$ cat src/design/acr_pkg.sv
package acr_pkg;

	// Word index of each register; byte address is four times the index
	localparam logic [5:0]  ID_IDX       = 6'h07;
	localparam logic [5:0]  CH_FIRST_IDX = 6'h10;
	localparam logic [5:0]  CH_LAST_IDX  = 6'h13;
	localparam int          NUM_CHAN     = 4;

	// Reset words of the channel registers
	localparam logic [15:0] CH0_RESET    = 16'h8001;
	localparam logic [15:0] CHN_RESET    = 16'h0001;

	// Field positions of a channel register
	localparam int          EN_BIT       = 15;
	localparam int          SETUP_LSB    = 12;
	localparam int          POS_LSB      = 5;
	localparam int          NEG_LSB      = 0;

	// Bus answers and sequencer reset state
	localparam logic [1:0]  RESP_OKAY    = 2'h0;
	localparam logic [1:0]  RESP_DECERR  = 2'h3;
	localparam logic [1:0]  LAST_RESET   = 2'h3;

	// Channel settings as the sequencer sees them
	typedef struct packed {
		logic       en;
		logic [1:0] setup;
		logic [4:0] pos;
		logic [4:0] neg;
	} acr_cfg_t;

	// Master to slave signals of the register bus
	typedef struct packed {
		logic        awvalid;
		logic [7:0]  awaddr;
		logic        wvalid;
		logic [31:0] wdata;
		logic [3:0]  wstrb;
		logic        bready;
		logic        arvalid;
		logic [7:0]  araddr;
		logic        rready;
	} acr_axil_req_t;

	// Slave to master signals of the register bus
	typedef struct packed {
		logic        awready;
		logic        wready;
		logic        bvalid;
		logic [1:0]  bresp;
		logic        arready;
		logic        rvalid;
		logic [31:0] rdata;
		logic [1:0]  rresp;
	} acr_axil_rsp_t;

	// Result of an address decode
	typedef struct packed {
		logic       hit_id;
		logic       hit_ch;
		logic [1:0] ch;
	} acr_dec_t;

	// Register word to channel settings; reserved bits fall away
	function automatic acr_cfg_t acr_to_cfg(input logic [15:0] w);
		acr_cfg_t c;
		c.en    = w[EN_BIT];
		c.setup = w[SETUP_LSB +: 2];
		c.pos   = w[POS_LSB +: 5];
		c.neg   = w[NEG_LSB +: 5];
		return c;
	endfunction : acr_to_cfg

	// Channel settings to register word; reserved bits read zero
	function automatic logic [15:0] acr_to_word(input acr_cfg_t c);
		logic [15:0] w;
		w = 16'h0000;
		w[EN_BIT]          = c.en;
		w[SETUP_LSB +: 2]  = c.setup;
		w[POS_LSB +: 5]    = c.pos;
		w[NEG_LSB +: 5]    = c.neg;
		return w;
	endfunction : acr_to_word

	// Byte address to register select
	function automatic acr_dec_t acr_decode(input logic [7:0] addr);
		acr_dec_t   d;
		logic [5:0] idx;
		d   = '0;
		idx = addr[7:2];
		if (addr[1:0] != 2'h0) begin
			d = '0;
		end else if (idx == ID_IDX) begin
			d.hit_id = 1'b1;
		end else if (idx >= CH_FIRST_IDX && idx <= CH_LAST_IDX) begin
			d.hit_ch = 1'b1;
			d.ch     = 2'(idx - CH_FIRST_IDX);
		end
		return d;
	endfunction : acr_decode

	// First enabled channel after the last one, wrapping round
	function automatic logic [1:0] acr_next_chan(input logic [3:0] en,
		input logic [1:0] last);
		logic [1:0] c;
		logic [1:0] r;
		logic       found;
		r     = last;
		found = 1'b0;
		for (int k = 1; k <= NUM_CHAN; k++) begin
			c = 2'(last + 2'(k));
			if (en[c] && !found) begin
				r     = c;
				found = 1'b1;
			end
		end
		return r;
	endfunction : acr_next_chan

endpackage : acr_pkg

$ cat src/design/acr_regs.sv
// Function
// - Read-only identity word at index 0x07; writes do nothing.
// - Channel register zero at index 0x10, reset value 0x8001.
// - Bit 15 enables channel zero; read/write, set after reset.
// - Several enabled channels are converted in turn without host help.
// - Bit 14 reserved: host writes zero, reads zero, resets to zero.
// - Bits 13:12 pick one of four setups; read/write, reset zero.
// - A setup is four registers applied together for the conversion.
// - Bits 11:10 reserved: host writes zeros, read zero, reset zero.
// - Bits 9:5 pick the positive input; reset picks input zero.
// - Bits 4:0 pick the negative input; reset picks input one.
// - Channel registers at 0x11 to 0x13 share layout, reset 0x0001.
//
// The implementer's own choice: the AXI4-Lite slave port.
module acr_regs #(
	parameter logic [15:0] ID_CODE = 16'h5a3c // Arbitrary identity value
) (
	input  wire logic             sys_clk,    // Clock, 250 MHz
	input  wire logic             rst,        // Synchronous reset
	input  wire logic             ce,         // Clock enable
	input  acr_pkg::acr_axil_req_t axil_req,  // Bus master signals
	output acr_pkg::acr_axil_rsp_t axil_rsp,  // Bus slave signals
	input  wire logic             conv_done,  // Converter finished
	output logic                  conv_start, // Start pulse
	output logic [1:0]            conv_chan,  // Channel converting
	output acr_pkg::acr_cfg_t     conv_cfg,   // Its held settings
	output logic                  conv_busy   // Conversion under way
);

	// Write channel state
	logic        aw_held;
	logic [7:0]  aw_addr;
	logic        w_held;
	logic [31:0] w_data;
	logic [3:0]  w_strb;
	logic        bvalid;
	logic [1:0]  bresp;
	logic        next_aw_held;
	logic [7:0]  next_aw_addr;
	logic        next_w_held;
	logic [31:0] next_w_data;
	logic [3:0]  next_w_strb;
	logic        next_bvalid;
	logic [1:0]  next_bresp;

	// Read channel state
	logic        rvalid;
	logic [31:0] rdata;
	logic [1:0]  rresp;
	logic        next_rvalid;
	logic [31:0] next_rdata;
	logic [1:0]  next_rresp;

	// Handshakes and the write that fires
	logic              aw_hs;
	logic              w_hs;
	logic              ar_hs;
	logic              wr_fire;
	logic [7:0]        wr_addr;
	logic [31:0]       wr_data;
	logic [3:0]        wr_strb;
	acr_pkg::acr_dec_t wr_dec;
	acr_pkg::acr_dec_t rd_dec;
	logic [3:0]        ch_wr;
	acr_pkg::acr_cfg_t cfg [acr_pkg::NUM_CHAN];

	// Ready terms; nothing is taken while the clock enable is low
	assign aw_hs   = ce & axil_req.awvalid & ~aw_held & ~bvalid;
	assign w_hs    = ce & axil_req.wvalid & ~w_held & ~bvalid;
	assign ar_hs   = ce & axil_req.arvalid & ~rvalid;

	// Address and data come from the hold register or straight off the bus
	assign wr_addr = aw_held ? aw_addr : axil_req.awaddr;
	assign wr_data = w_held ? w_data : axil_req.wdata;
	assign wr_strb = w_held ? w_strb : axil_req.wstrb;
	assign wr_fire = ce & ~bvalid & (aw_held | aw_hs) & (w_held | w_hs);
	assign wr_dec  = acr_pkg::acr_decode(wr_addr);
	assign rd_dec  = acr_pkg::acr_decode(axil_req.araddr);

	// Per-channel write enables; the identity word has none
	always_comb begin
		ch_wr = 4'h0;
		if (wr_fire && wr_dec.hit_ch) begin
			ch_wr[wr_dec.ch] = 1'b1;
		end
	end

	// Write channel next values
	always_comb begin
		next_aw_held = aw_held;
		next_aw_addr = aw_addr;
		next_w_held  = w_held;
		next_w_data  = w_data;
		next_w_strb  = w_strb;
		next_bvalid  = bvalid;
		next_bresp   = bresp;
		if (bvalid && axil_req.bready) begin
			next_bvalid = 1'b0;
		end
		if (aw_hs) begin
			next_aw_held = 1'b1;
			next_aw_addr = axil_req.awaddr;
		end
		if (w_hs) begin
			next_w_held = 1'b1;
			next_w_data = axil_req.wdata;
			next_w_strb = axil_req.wstrb;
		end
		if (wr_fire) begin
			next_aw_held = 1'b0;
			next_w_held  = 1'b0;
			next_bvalid  = 1'b1;
			if (wr_dec.hit_id || wr_dec.hit_ch) begin
				next_bresp = acr_pkg::RESP_OKAY;
			end else begin
				next_bresp = acr_pkg::RESP_DECERR;
			end
		end
	end

	// Write channel registers
	always_ff @(posedge sys_clk) begin
		if (rst) begin
			aw_held <= 1'b0;
			aw_addr <= 8'h00;
			w_held  <= 1'b0;
			w_data  <= 32'h0000_0000;
			w_strb  <= 4'h0;
			bvalid  <= 1'b0;
			bresp   <= acr_pkg::RESP_OKAY;
		end else if (ce) begin
			aw_held <= next_aw_held;
			aw_addr <= next_aw_addr;
			w_held  <= next_w_held;
			w_data  <= next_w_data;
			w_strb  <= next_w_strb;
			bvalid  <= next_bvalid;
			bresp   <= next_bresp;
		end
	end

	// Read channel next values; data sits in the low half
	always_comb begin
		next_rvalid = rvalid;
		next_rdata  = rdata;
		next_rresp  = rresp;
		if (rvalid && axil_req.rready) begin
			next_rvalid = 1'b0;
		end
		if (ar_hs) begin
			next_rvalid = 1'b1;
			next_rresp  = acr_pkg::RESP_OKAY;
			if (rd_dec.hit_id) begin
				next_rdata = {16'h0000, ID_CODE};
			end else if (rd_dec.hit_ch) begin
				next_rdata = {16'h0000,
					acr_pkg::acr_to_word(cfg[rd_dec.ch])};
			end else begin
				next_rdata = 32'h0000_0000;
				next_rresp = acr_pkg::RESP_DECERR;
			end
		end
	end

	// Read channel registers
	always_ff @(posedge sys_clk) begin
		if (rst) begin
			rvalid <= 1'b0;
			rdata  <= 32'h0000_0000;
			rresp  <= acr_pkg::RESP_OKAY;
		end else if (ce) begin
			rvalid <= next_rvalid;
			rdata  <= next_rdata;
			rresp  <= next_rresp;
		end
	end

	// Bus answers; valids are masked while the clock enable is low
	always_comb begin
		axil_rsp         = '0;
		axil_rsp.awready = ce & ~aw_held & ~bvalid;
		axil_rsp.wready  = ce & ~w_held & ~bvalid;
		axil_rsp.bvalid  = ce & bvalid;
		axil_rsp.bresp   = bresp;
		axil_rsp.arready = ce & ~rvalid;
		axil_rsp.rvalid  = ce & rvalid;
		axil_rsp.rdata   = rdata;
		axil_rsp.rresp   = rresp;
	end

	// The four channel registers; only channel zero starts enabled
	for (genvar i = 0; i < acr_pkg::NUM_CHAN; i++) begin : g_chan
		acr_chan_reg #(
			.RESET_WORD ((i == 0) ? acr_pkg::CH0_RESET
				: acr_pkg::CHN_RESET)
		) u_chan (
			.sys_clk (sys_clk),
			.rst     (rst),
			.ce      (ce),
			.wr_en   (ch_wr[i]),
			.wr_data (wr_data[15:0]),
			.wr_strb (wr_strb[1:0]),
			.cfg     (cfg[i])
		);
	end

	// Conversion sequencer
	acr_seq u_seq (
		.sys_clk    (sys_clk),
		.rst        (rst),
		.ce         (ce),
		.chan_cfg   (cfg),
		.conv_done  (conv_done),
		.conv_start (conv_start),
		.conv_chan  (conv_chan),
		.conv_cfg   (conv_cfg),
		.conv_busy  (conv_busy)
	);

	// Helper words for the checks below
	logic [15:0] ch_word [acr_pkg::NUM_CHAN];
	logic        any_en;
	always_comb begin
		any_en = 1'b0;
		for (int i = 0; i < acr_pkg::NUM_CHAN; i++) begin
			ch_word[i] = acr_pkg::acr_to_word(cfg[i]);
			any_en     = any_en | cfg[i].en;
		end
	end
endmodule : acr_regs

$ cat src/design/acr_chan_reg.sv
// One channel register with byte-lane writes
module acr_chan_reg #(
	parameter logic [15:0] RESET_WORD = 16'h0001
) (
	input  wire logic            sys_clk, // Clock
	input  wire logic            rst,     // Synchronous reset
	input  wire logic            ce,      // Clock enable
	input  wire logic            wr_en,   // Write this register
	input  wire logic [15:0]     wr_data, // Write data
	input  wire logic [1:0]      wr_strb, // Byte lanes
	output acr_pkg::acr_cfg_t    cfg      // Stored settings
);

	acr_pkg::acr_cfg_t next_cfg;
	logic [15:0]       word;

	// Merge written lanes; reserved bits are dropped on the way back
	always_comb begin
		word = acr_pkg::acr_to_word(cfg);
		if (wr_en) begin
			if (wr_strb[0]) begin
				word[7:0] = wr_data[7:0];
			end
			if (wr_strb[1]) begin
				word[15:8] = wr_data[15:8];
			end
		end
		next_cfg = acr_pkg::acr_to_cfg(word);
	end

	// Register the settings
	always_ff @(posedge sys_clk) begin
		if (rst) begin
			cfg <= acr_pkg::acr_to_cfg(RESET_WORD);
		end else if (ce) begin
			cfg <= next_cfg;
		end
	end

endmodule : acr_chan_reg

$ cat src/design/acr_seq.sv
// Steps conversions through the enabled channels
module acr_seq (
	input  wire logic            sys_clk,    // Clock
	input  wire logic            rst,        // Synchronous reset
	input  wire logic            ce,         // Clock enable
	input  acr_pkg::acr_cfg_t    chan_cfg [acr_pkg::NUM_CHAN], // Settings
	input  wire logic            conv_done,  // Conversion finished
	output logic                 conv_start, // Conversion start pulse
	output logic [1:0]           conv_chan,  // Channel converting
	output acr_pkg::acr_cfg_t    conv_cfg,   // Settings held for it
	output logic                 conv_busy   // Conversion under way
);

	typedef enum logic {SEQ_IDLE, SEQ_RUN} acr_seq_state_t;

	acr_seq_state_t    state;
	acr_seq_state_t    next_state;
	logic [1:0]        last;
	logic [1:0]        next_last;
	logic              next_start;
	logic [1:0]        next_chan;
	acr_pkg::acr_cfg_t next_cfg;
	logic [3:0]        en;

	// Pick the next enabled channel and hold its settings for the run
	always_comb begin
		en         = 4'h0;
		next_state = state;
		next_last  = last;
		next_start = 1'b0;
		next_chan  = conv_chan;
		next_cfg   = conv_cfg;
		for (int i = 0; i < acr_pkg::NUM_CHAN; i++) begin
			en[i] = chan_cfg[i].en;
		end
		case (state)
			SEQ_IDLE: begin
				if (|en) begin
					next_chan  = acr_pkg::acr_next_chan(en, last);
					next_cfg   = chan_cfg[next_chan];
					next_last  = next_chan;
					next_start = 1'b1;
					next_state = SEQ_RUN;
				end
			end
			SEQ_RUN: begin
				if (conv_done) begin
					next_state = SEQ_IDLE;
				end
			end
			default: next_state = SEQ_IDLE;
		endcase
	end

	// Register the sequencer state
	always_ff @(posedge sys_clk) begin
		if (rst) begin
			state      <= SEQ_IDLE;
			last       <= acr_pkg::LAST_RESET;
			conv_start <= 1'b0;
			conv_chan  <= 2'h0;
			conv_cfg   <= '0;
		end else if (ce) begin
			state      <= next_state;
			last       <= next_last;
			conv_start <= next_start;
			conv_chan  <= next_chan;
			conv_cfg   <= next_cfg;
		end
	end

	assign conv_busy = (state == SEQ_RUN);

endmodule : acr_seq

$ cat config.mk
export PLATFORM = sky130hd
export DESIGN_NAME = acr_regs
export DESIGN_NICKNAME = d
export VERILOG_FILES = /design/src/design/acr_pkg.sv /design/src/design/acr_regs.sv /design/src/design/acr_chan_reg.sv /design/src/design/acr_seq.sv
export SDC_FILE = /design/constraint.sdc
export NUM_CORES = 1
export LEC_CHECK = 0
export ABC_AREA = 1
export BUFFER_PORTS_ARGS = -buffer_cell sky130_fd_sc_hd__buf_4
export CAP_MARGIN = 25
export CORE_ASPECT_RATIO = 1.25
export CORE_UTILIZATION = 45
export DETAILED_ROUTE_END_ITERATION = 12
export PLACE_DENSITY = 0.8
export SLEW_MARGIN = 20
export SYNTH_ARGS = -nofsm -noshare
export SYNTH_HDL_FRONTEND = slang
export SYNTH_SLANG_ARGS = --single-unit
$ cat constraint.sdc
create_clock -name sys_clk -period 1.8 [get_ports sys_clk]
set_input_delay 0.27 -clock sys_clk [delete_from_list [all_inputs] [get_ports sys_clk]]
set_output_delay 0.27 -clock sys_clk [all_outputs]
set_load 0.01 [all_outputs]
==> flow_summary_export.csv, run 1 <==
group,metric,value,unit
run,drv_cap,0,
timing,worstMarginPinSlew,0.539,ns
routing,routed_wl,19.9,mm
yosys,ys_top_cells_by_area,"dfxtp_1, nand2_1, nor2_1",
cts,cts_buffers,17,
worst_setup_path,critPathRequiredTime,2.11,ns
worst_setup_path,cpPeakStageDelay,0.35,ns
worst_setup_path,cp-start-kind,"flop",
worst_setup_path,cp.depth,13,
placed_design,dp_hpwl,11.3,mm
cts,cts_htree_levels,4,
floorplanning,core-area,12800,sq um
timing,slew_violations,0,
placed_design,pre_cts_ws,-0.227,ns
timing,worst_hold_slack,0.119,ns
status,outcome,"finished, violations left",
power,p_per_area,939,nW/um^2
floorplanning,die_area,13700,sq um
cells_and_area,n_antenna_cell,0,
routing,remaining_drc_errors,0,
cells_and_area,area_delta_synth_final,44.9,%
routing,firstDrtPassIters,6,
cells_and_area,layout.nets,1122,
floorplanning,die_x,105,microns
worst_setup_path,cpMaxStageDelayCell,"dfxtp_4",
cells_and_area,nFillCells,933,
global_routing,grt_pass1_vias,5699,
floorplanning,die_y,131,microns
cts,clk_latency,0.42,ns
worst_setup_path,crit-reg2reg-launch,"aw_held",
cts,path_clk_slew,0.05,ns
worst_setup_path,regToRegEndpoint,"g_chan[3].u_chan.cfg[3]",
cells_and_area,seq_area,2290,sq um
yosys,syn-cell-area,5970,sq um
global_routing,grt_max_degree,63,
timing,setup_slack,-0.241,ns
routing,initialDrtViolationCount,569,
routing,via_per_inst,5.45,
cts,cts_root_buf,"clkbuf_16",
yosys,yosysSeqAreaShare,0.383,
timing,clock_skew,0.00637,ns
cts,clock-sinks,114,
power,vdd_drop_max,410,uV
yosys,synth_ff_type,"dfxtp_1",
global_routing,grt_pass1_wl,26.9,mm
timing,post-route-min-period,2.04,ns
placed_design,port_buffers,80,
worst_setup_path,end_kind,"flop",
cells_and_area,utilization,0.673,
worst_setup_path,crit_arrival,2.35,ns
floorplanning,rows,46,
routing,routedWlPerCell,16.0,microns
yosys,synth-edff-count,0,
global_routing,grt_overflow,0,
timing,finalSetupViolations,55,
global_routing,grtUsageTotal,0.245,
hold_path,hold_depth,3,
placed_design,dp.cells,1184,
worst_setup_path,reg2reg_depth,13,
yosys,synth_cell_types,33,
placed_design,place_congestion,0.873,
worst_setup_path,worst-r2r-setup-slack,-0.24,ns
worst_setup_path,crit_fanout,8,
floorplanning,io_pins,119,
yosys,synth_top_area_share,0.383,
hold_path,hp-class,"in -> reg",
cells_and_area,final_common_cell,"nand2_1",
cts,cts.path.max_buffers,2,
worst_setup_path,critical_path.top_delay_family,"simple AND/OR/NAND/NOR gates",
yosys,synth_seq_cells,114,
timing,tns,-4.04,ns
cells_and_area,layout_common_cells,"nand2_1, buf_4, nor2_1",
power,p_leak,3.96,nW
floorplanning,start_util,0.465,
yosys,ys_warn_count,0,
worst_setup_path,crit_start,"aw_held",
cells_and_area,multi_input_area,3620,sq um
timing,max_slew_margin,0.637,
worst_setup_path,worstSetupPathType,"reg -> reg",
yosys,yosysTopAreaCell,"dfxtp_1",
cts,cts_tree,"built",
worst_setup_path,crit_end,"g_chan[3].u_chan.cfg[3]",
timing,hold_viol,0,
yosys,avgSynthCellArea,6.53,sq um
global_routing,antenna_found_initial,0,
cells_and_area,final_design_area_no_fill,8640,sq um
yosys,synth_cells,913,
cells_and_area,final_layout_size_suffix_gt1_frac,0.326,
worst_setup_path,critPathBufInv,3,
placed_design,placed_area,7100,sq um
timing,clock.fmax,490,MHz
cells_and_area,fin_cells,1240,
worst_setup_path,path_cells,"buf_12 -> nand2_1 -> nand2_2 -> nor2_4 -> nand3_4 -> nor2_4 -> nand2_4 -> nor3_4 -> buf_6 -> clkbuf_16 -> nand3_1 -> nand2_1 -> nor2_1",
timing,period_share,1.13,
yosys,postSynth.asyncResetShare,0,
status,violations,"setup timing",
power,power.total,8.12,mW
timing,rsz0062_at_grt,"yes",
routing,ant_nets,0,
routing,vias,6756,
## worst min-delay path by stage
stage,from,to
CTS,axil_req[51],aw_addr[3]
global placement,g_chan[2].u_chan.cfg[0],g_chan[2].u_chan.cfg[0]
detailed placement,aw_addr[6],aw_addr[6]
finish,axil_req[24],w_data[9]
floorplan,axil_req[53],aw_addr[5]
global route,axil_req[19],w_data[4]
## flip-flops by register name, indices dropped and copies added, names as in the netlist, 2 cells and up
signal,cells
g_chan.u_chan.cfg,52
rdata,14
u_seq.conv_cfg,13
w_data,13
aw_addr,8
u_seq.conv_chan,2
u_seq.last,2
w_strb,2
## Yosys cell counts, types with 4 or more instances
| library cell | number |
|---|---|
| inv_2 | 6 |
| nand3_1 | 90 |
| buf_2 | 7 |
| nand2_1 | 211 |
| clkbuf_1 | 29 |
| o21ai_0 | 71 |
| nand3b_1 | 12 |
| or2_2 | 12 |
| o211ai_1 | 17 |
| a21oi_1 | 75 |
| buf_4 | 22 |
| nor3_1 | 4 |
| nor2_1 | 121 |
| nand2_2 | 4 |
| inv_1 | 88 |
| dfxtp_1 | 114 |
| buf_6 | 5 |
## final cells by class
| class | count | share of cell area |
|---|---|---|
| multi-input cells | 655 | 0.419 |
| flip-flops and latches | 114 | 0.266 |
| repair buffers | 177 | 0.183 |
| clock buffers | 25 | 0.0573 |
| inverters | 95 | 0.0440 |
| well taps | 168 | 0.0243 |
| clock inverters | 5 | 0.00608 |
| repair inverters | 1 | 0.000869 |
## metal layers
layer / routed length [microns] / GRT usage / vias to the layer above
met3: 1280 / 0.0397 / 99
met4: 1160 / 0.125 / 0
met5: 0 / 0 / -
met2: 9720 / 0.419 / 342
li1: - / - / 3201
met1: 7720 / 0.300 / 3114
## timing repair
item                       CTS  global route
resized for setup           53           145
hold buffers                 0             0
setup endpoints to repair   59            66
pin swaps                    9            51
gates cloned                 2             7
buffers inserted             2            16
## cells by family after synthesis
logic type	after synthesis	synth area share
multiplexers	2	0.00336
AND/OR/NAND/NOR	468	0.343
other	1	0.000629
buffers and inverters	161	0.123
AO/OA/AOI/OAI	167	0.148
flip-flops	114	0.383
## worst min-delay path, delay by kind of cell
family | cells | cell delay (ns)
buffers and inverters | 1 | 0.09
AND/OR/NAND/NOR | 1 | 0.07
AO/OA/AOI/OAI | 1 | 0.07
## power breakdown
group          total, mW  switching (mW)  internal (mW)  leakage, nW
Combinational       2.26            1.31          0.944         2.76
Clock               3.14            1.12           2.02        0.269
Sequential          2.72          0.0746           2.64        0.930
Total               8.12            2.51           5.61         3.96
(Power assumes the default switching activity.)
==> inputs of run 2 (changes only) <==
--- a/config.mk
+++ b/config.mk
@@ -8,7 +8,6 @@
 export ABC_AREA = 1
 export BUFFER_PORTS_ARGS = -buffer_cell sky130_fd_sc_hd__buf_4
 export CAP_MARGIN = 25
-export CORE_ASPECT_RATIO = 1.25
 export CORE_UTILIZATION = 45
 export DETAILED_ROUTE_END_ITERATION = 12
 export PLACE_DENSITY = 0.8
@@ -16,3 +15,4 @@
 export SYNTH_ARGS = -nofsm -noshare
 export SYNTH_HDL_FRONTEND = slang
 export SYNTH_SLANG_ARGS = --single-unit
+export TNS_END_PERCENT = 20
==> run 2 against run 1 <==
  * The flow still finishes with violations (setup timing)
  * First-iteration DRC count up 1.1%
  * Sequential power about the same
  * Via count down 5.0%
  * Global-route usage down 0.27 points
  * Count of clock-buffer cells in the layout down 2
  * Flip-flop and latch count unchanged
  * Worst hold slack worse by 0.0093 ns
  * Wire length down 15%
  * Critical path type unchanged
  * Critical endpoint is now g_chan[3].u_chan.cfg[11]
  * Highest routed layer unchanged
==> flow_summary_export.csv, run 2 (synthesis gave the netlist of run 1 again) <==
group,metric,value,unit
cells_and_area,final_common_cell,"nand2_1",
cts,cts_buffers,17,
floorplanning,die_area,13700,sq um
worst_setup_path,crit-reg2reg-launch,"aw_held",
cts,clk_latency,0.42,ns
timing,setup_slack,-0.233,ns
cells_and_area,seq_area,2290,sq um
timing,max_slew_margin,0.660,
cts,cts_htree_levels,4,
worst_setup_path,crit_arrival,2.34,ns
placed_design,place_congestion,0.884,
floorplanning,die_x,117,microns
timing,post-route-min-period,2.03,ns
timing,slew_violations,0,
floorplanning,start_util,0.467,
worst_setup_path,cp-start-kind,"flop",
placed_design,port_buffers,80,
timing,worst_hold_slack,0.110,ns
power,p_sw,2.24,mW
cts,hold_buffers,0,
cts,path_clk_slew,0.05,ns
cells_and_area,top_register,"g_chan.u_chan.cfg",
cells_and_area,multi_input_area,3200,sq um
placed_design,dp_hpwl,11.0,mm
cts,cts.path.max_buffers,2,
power,clockPowerShare,0.440,
status,outcome,"finished, violations left",
placed_design,pre_cts_ws,-0.115,ns
floorplanning,die_y,117,microns
global_routing,grtUsageTotal,0.242,
worst_setup_path,worstSetupPathType,"reg -> reg",
power,vdd_drop_max,609,uV
routing,remaining_drc_errors,0,
power,power.internal,5.64,mW
hold_path,hp-class,"in -> reg",
routing,via_per_inst,5.21,
routing,vias,6419,
routing,firstDrtPassIters,7,
cells_and_area,layout_common_cells,"nand2_1, buf_4, nor2_1",
timing,clock_skew,0.00771,ns
cells_and_area,area_delta_synth_final,35.5,%
power,p_sw_frac,0.284,
routing,ant_nets,0,
timing,finalSetupViolations,49,
timing,rsz0062_at_grt,"yes",
timing,worstMarginPinSlew,0.496,ns
run,drv_cap,0,
hold_path,worstHoldEndpoint,"w_data[13]",
power,p_per_area,975,nW/um^2
routing,routed_wl,16.9,mm
cts,cts_tree,"built",
power,p_leak,3.76,nW
timing,period_share,1.13,
hold_path,hold_depth,3,
floorplanning,rows,41,
worst_setup_path,critPathRequiredTime,2.11,ns
cells_and_area,layout.nets,1107,
worst_setup_path,path_cells,"buf_8 -> nand2_4 -> o21ai_4 -> nor2_4 -> nand3_4 -> nor2_4 -> nand2_2 -> buf_6 -> nor3_4 -> buf_6 -> clkbuf_16 -> nand3_1 -> nand2_1 -> nor2_1",
cts,cts_root_buf,"clkbuf_16",
floorplanning,io_pins,119,
worst_setup_path,worst-r2r-setup-slack,-0.23,ns
global_routing,antenna_found_initial,0,
worst_setup_path,regToRegEndpoint,"g_chan[3].u_chan.cfg[11]",
worst_setup_path,reg2reg_depth,14,
power,combPwrFrac,0.217,
worst_setup_path,end_kind,"flop",
cells_and_area,final_layout_size_suffix_gt1_frac,0.252,
global_routing,grt_max_degree,63,
global_routing,grt_overflow,0,
routing,initialDrtViolationCount,575,
floorplanning,core-area,12800,sq um
cells_and_area,n_antenna_cell,0,
global_routing,grt_pass1_vias,5490,
timing,hold_viol,0,
timing,clock.fmax,492,MHz
worst_setup_path,crit_fanout,6,
cts,clock-sinks,114,
power,seq_power_share,0.343,
status,violations,"setup timing",
cells_and_area,reg_top3,"g_chan.u_chan.cfg (52), rdata (14)",
worst_setup_path,cpMaxStageDelayCell,"dfxtp_4",
cells_and_area,nFillCells,1067,
hold_path,hold_start,"axil_req[28]",
routing,routedWlPerCell,13.7,microns
global_routing,grt_pass1_wl,25.8,mm
cells_and_area,largest_reg_flops,52,
worst_setup_path,cpPeakStageDelay,0.36,ns
## run 2: changes by cell type in the layout (fill, tap and decap cells not counted), moves of 11 or more
cell,previous run,this run
buf_6,18,7
nand2_1,163,198
nand2_2,27,15
nand2_4,23,2
nand3_1,51,76
nand3_2,37,15
## run 2: layer usage
layer  vias up  global-route usage  routed length (microns)
met5         -                   0                        0
met4         0              0.0903                      455
met3        43              0.0669                     1190
met2       270               0.372                     7640
met1      2936               0.324                     7640
li1       3170                   -                        -
## run 2: critical path, delay by kind of cell, from the launching register on
| family | cells | cell delay [ns] |
|---|---|---|
| and+or+nand+nor | 9 | 0.92 |
| AOI/OAI and AO/OA | 1 | 0.07 |
| buffers and inverters | 4 | 0.57 |
| DFF | 1 | 0.36 |
## run 2: final cells by class
cell class | count | area share
Clock buffer | 23 | 0.0591
Clock inverter | 9 | 0.0159
Inverter | 95 | 0.0447
Multi-Input combinational cell | 654 | 0.396
Sequential cell | 114 | 0.283
Tap cell | 172 | 0.0266
Timing Repair Buffer | 163 | 0.174
Timing Repair inverter | 1 | 0.000619
## run 2: how the worst max path moves through the flow
| stage | start | end | cells past startpoint |
|---|---|---|---|
| floorplan | aw_held | g_chan[3].u_chan.cfg[0] | 12 |
| global placement | axil_req[2] | rdata[15] | 9 |
| detailed placement | axil_req[2] | rdata[15] | 9 |
| CTS | aw_held | g_chan[3].u_chan.cfg[10] | 13 |
| global route | aw_held | g_chan[3].u_chan.cfg[5] | 12 |
| finish | aw_held | g_chan[3].u_chan.cfg[11] | 14 |
## run 2: stage by stage
step / cells / TNS [ns] / utilization / power, mW / area (sq um)
after floorplan: 929 / 0 / - / 3.78 / 6030
after global placement: 1186 / -0.609 / 0.557 / 4.32 / 7120
after detailed placement: 1186 / -2.36 / 0.557 / 4.35 / 7120
after CTS: 1222 / -0.598 / 0.611 / 7.80 / 7810
after global routing: 1231 / -11.27 / 0.633 / 8.21 / 8090
final: 1231 / -5.23 / 0.633 / 7.88 / 8090
## run 2: timing repair
action | 4_1_cts | 5_1_grt
pin swaps | 10 | 11
hold endpoints to repair | 0 | 0
setup buffers | 3 | 6
resized for setup | 22 | 48
endpoints found under the setup margin | 53 | 68
cloned | 1 | 3
## run 2: power groups by stage
stage	Clock [mW]	Sequential [mW]	Combinational, mW
2_1_floorplan	0	2.77	1.01
3_3_place_gp	0	2.75	1.57
3_5_place_dp	0	2.75	1.60
4_1_cts	3.48	2.70	1.62
5_1_grt	3.60	2.71	1.90
6_report	3.47	2.70	1.71
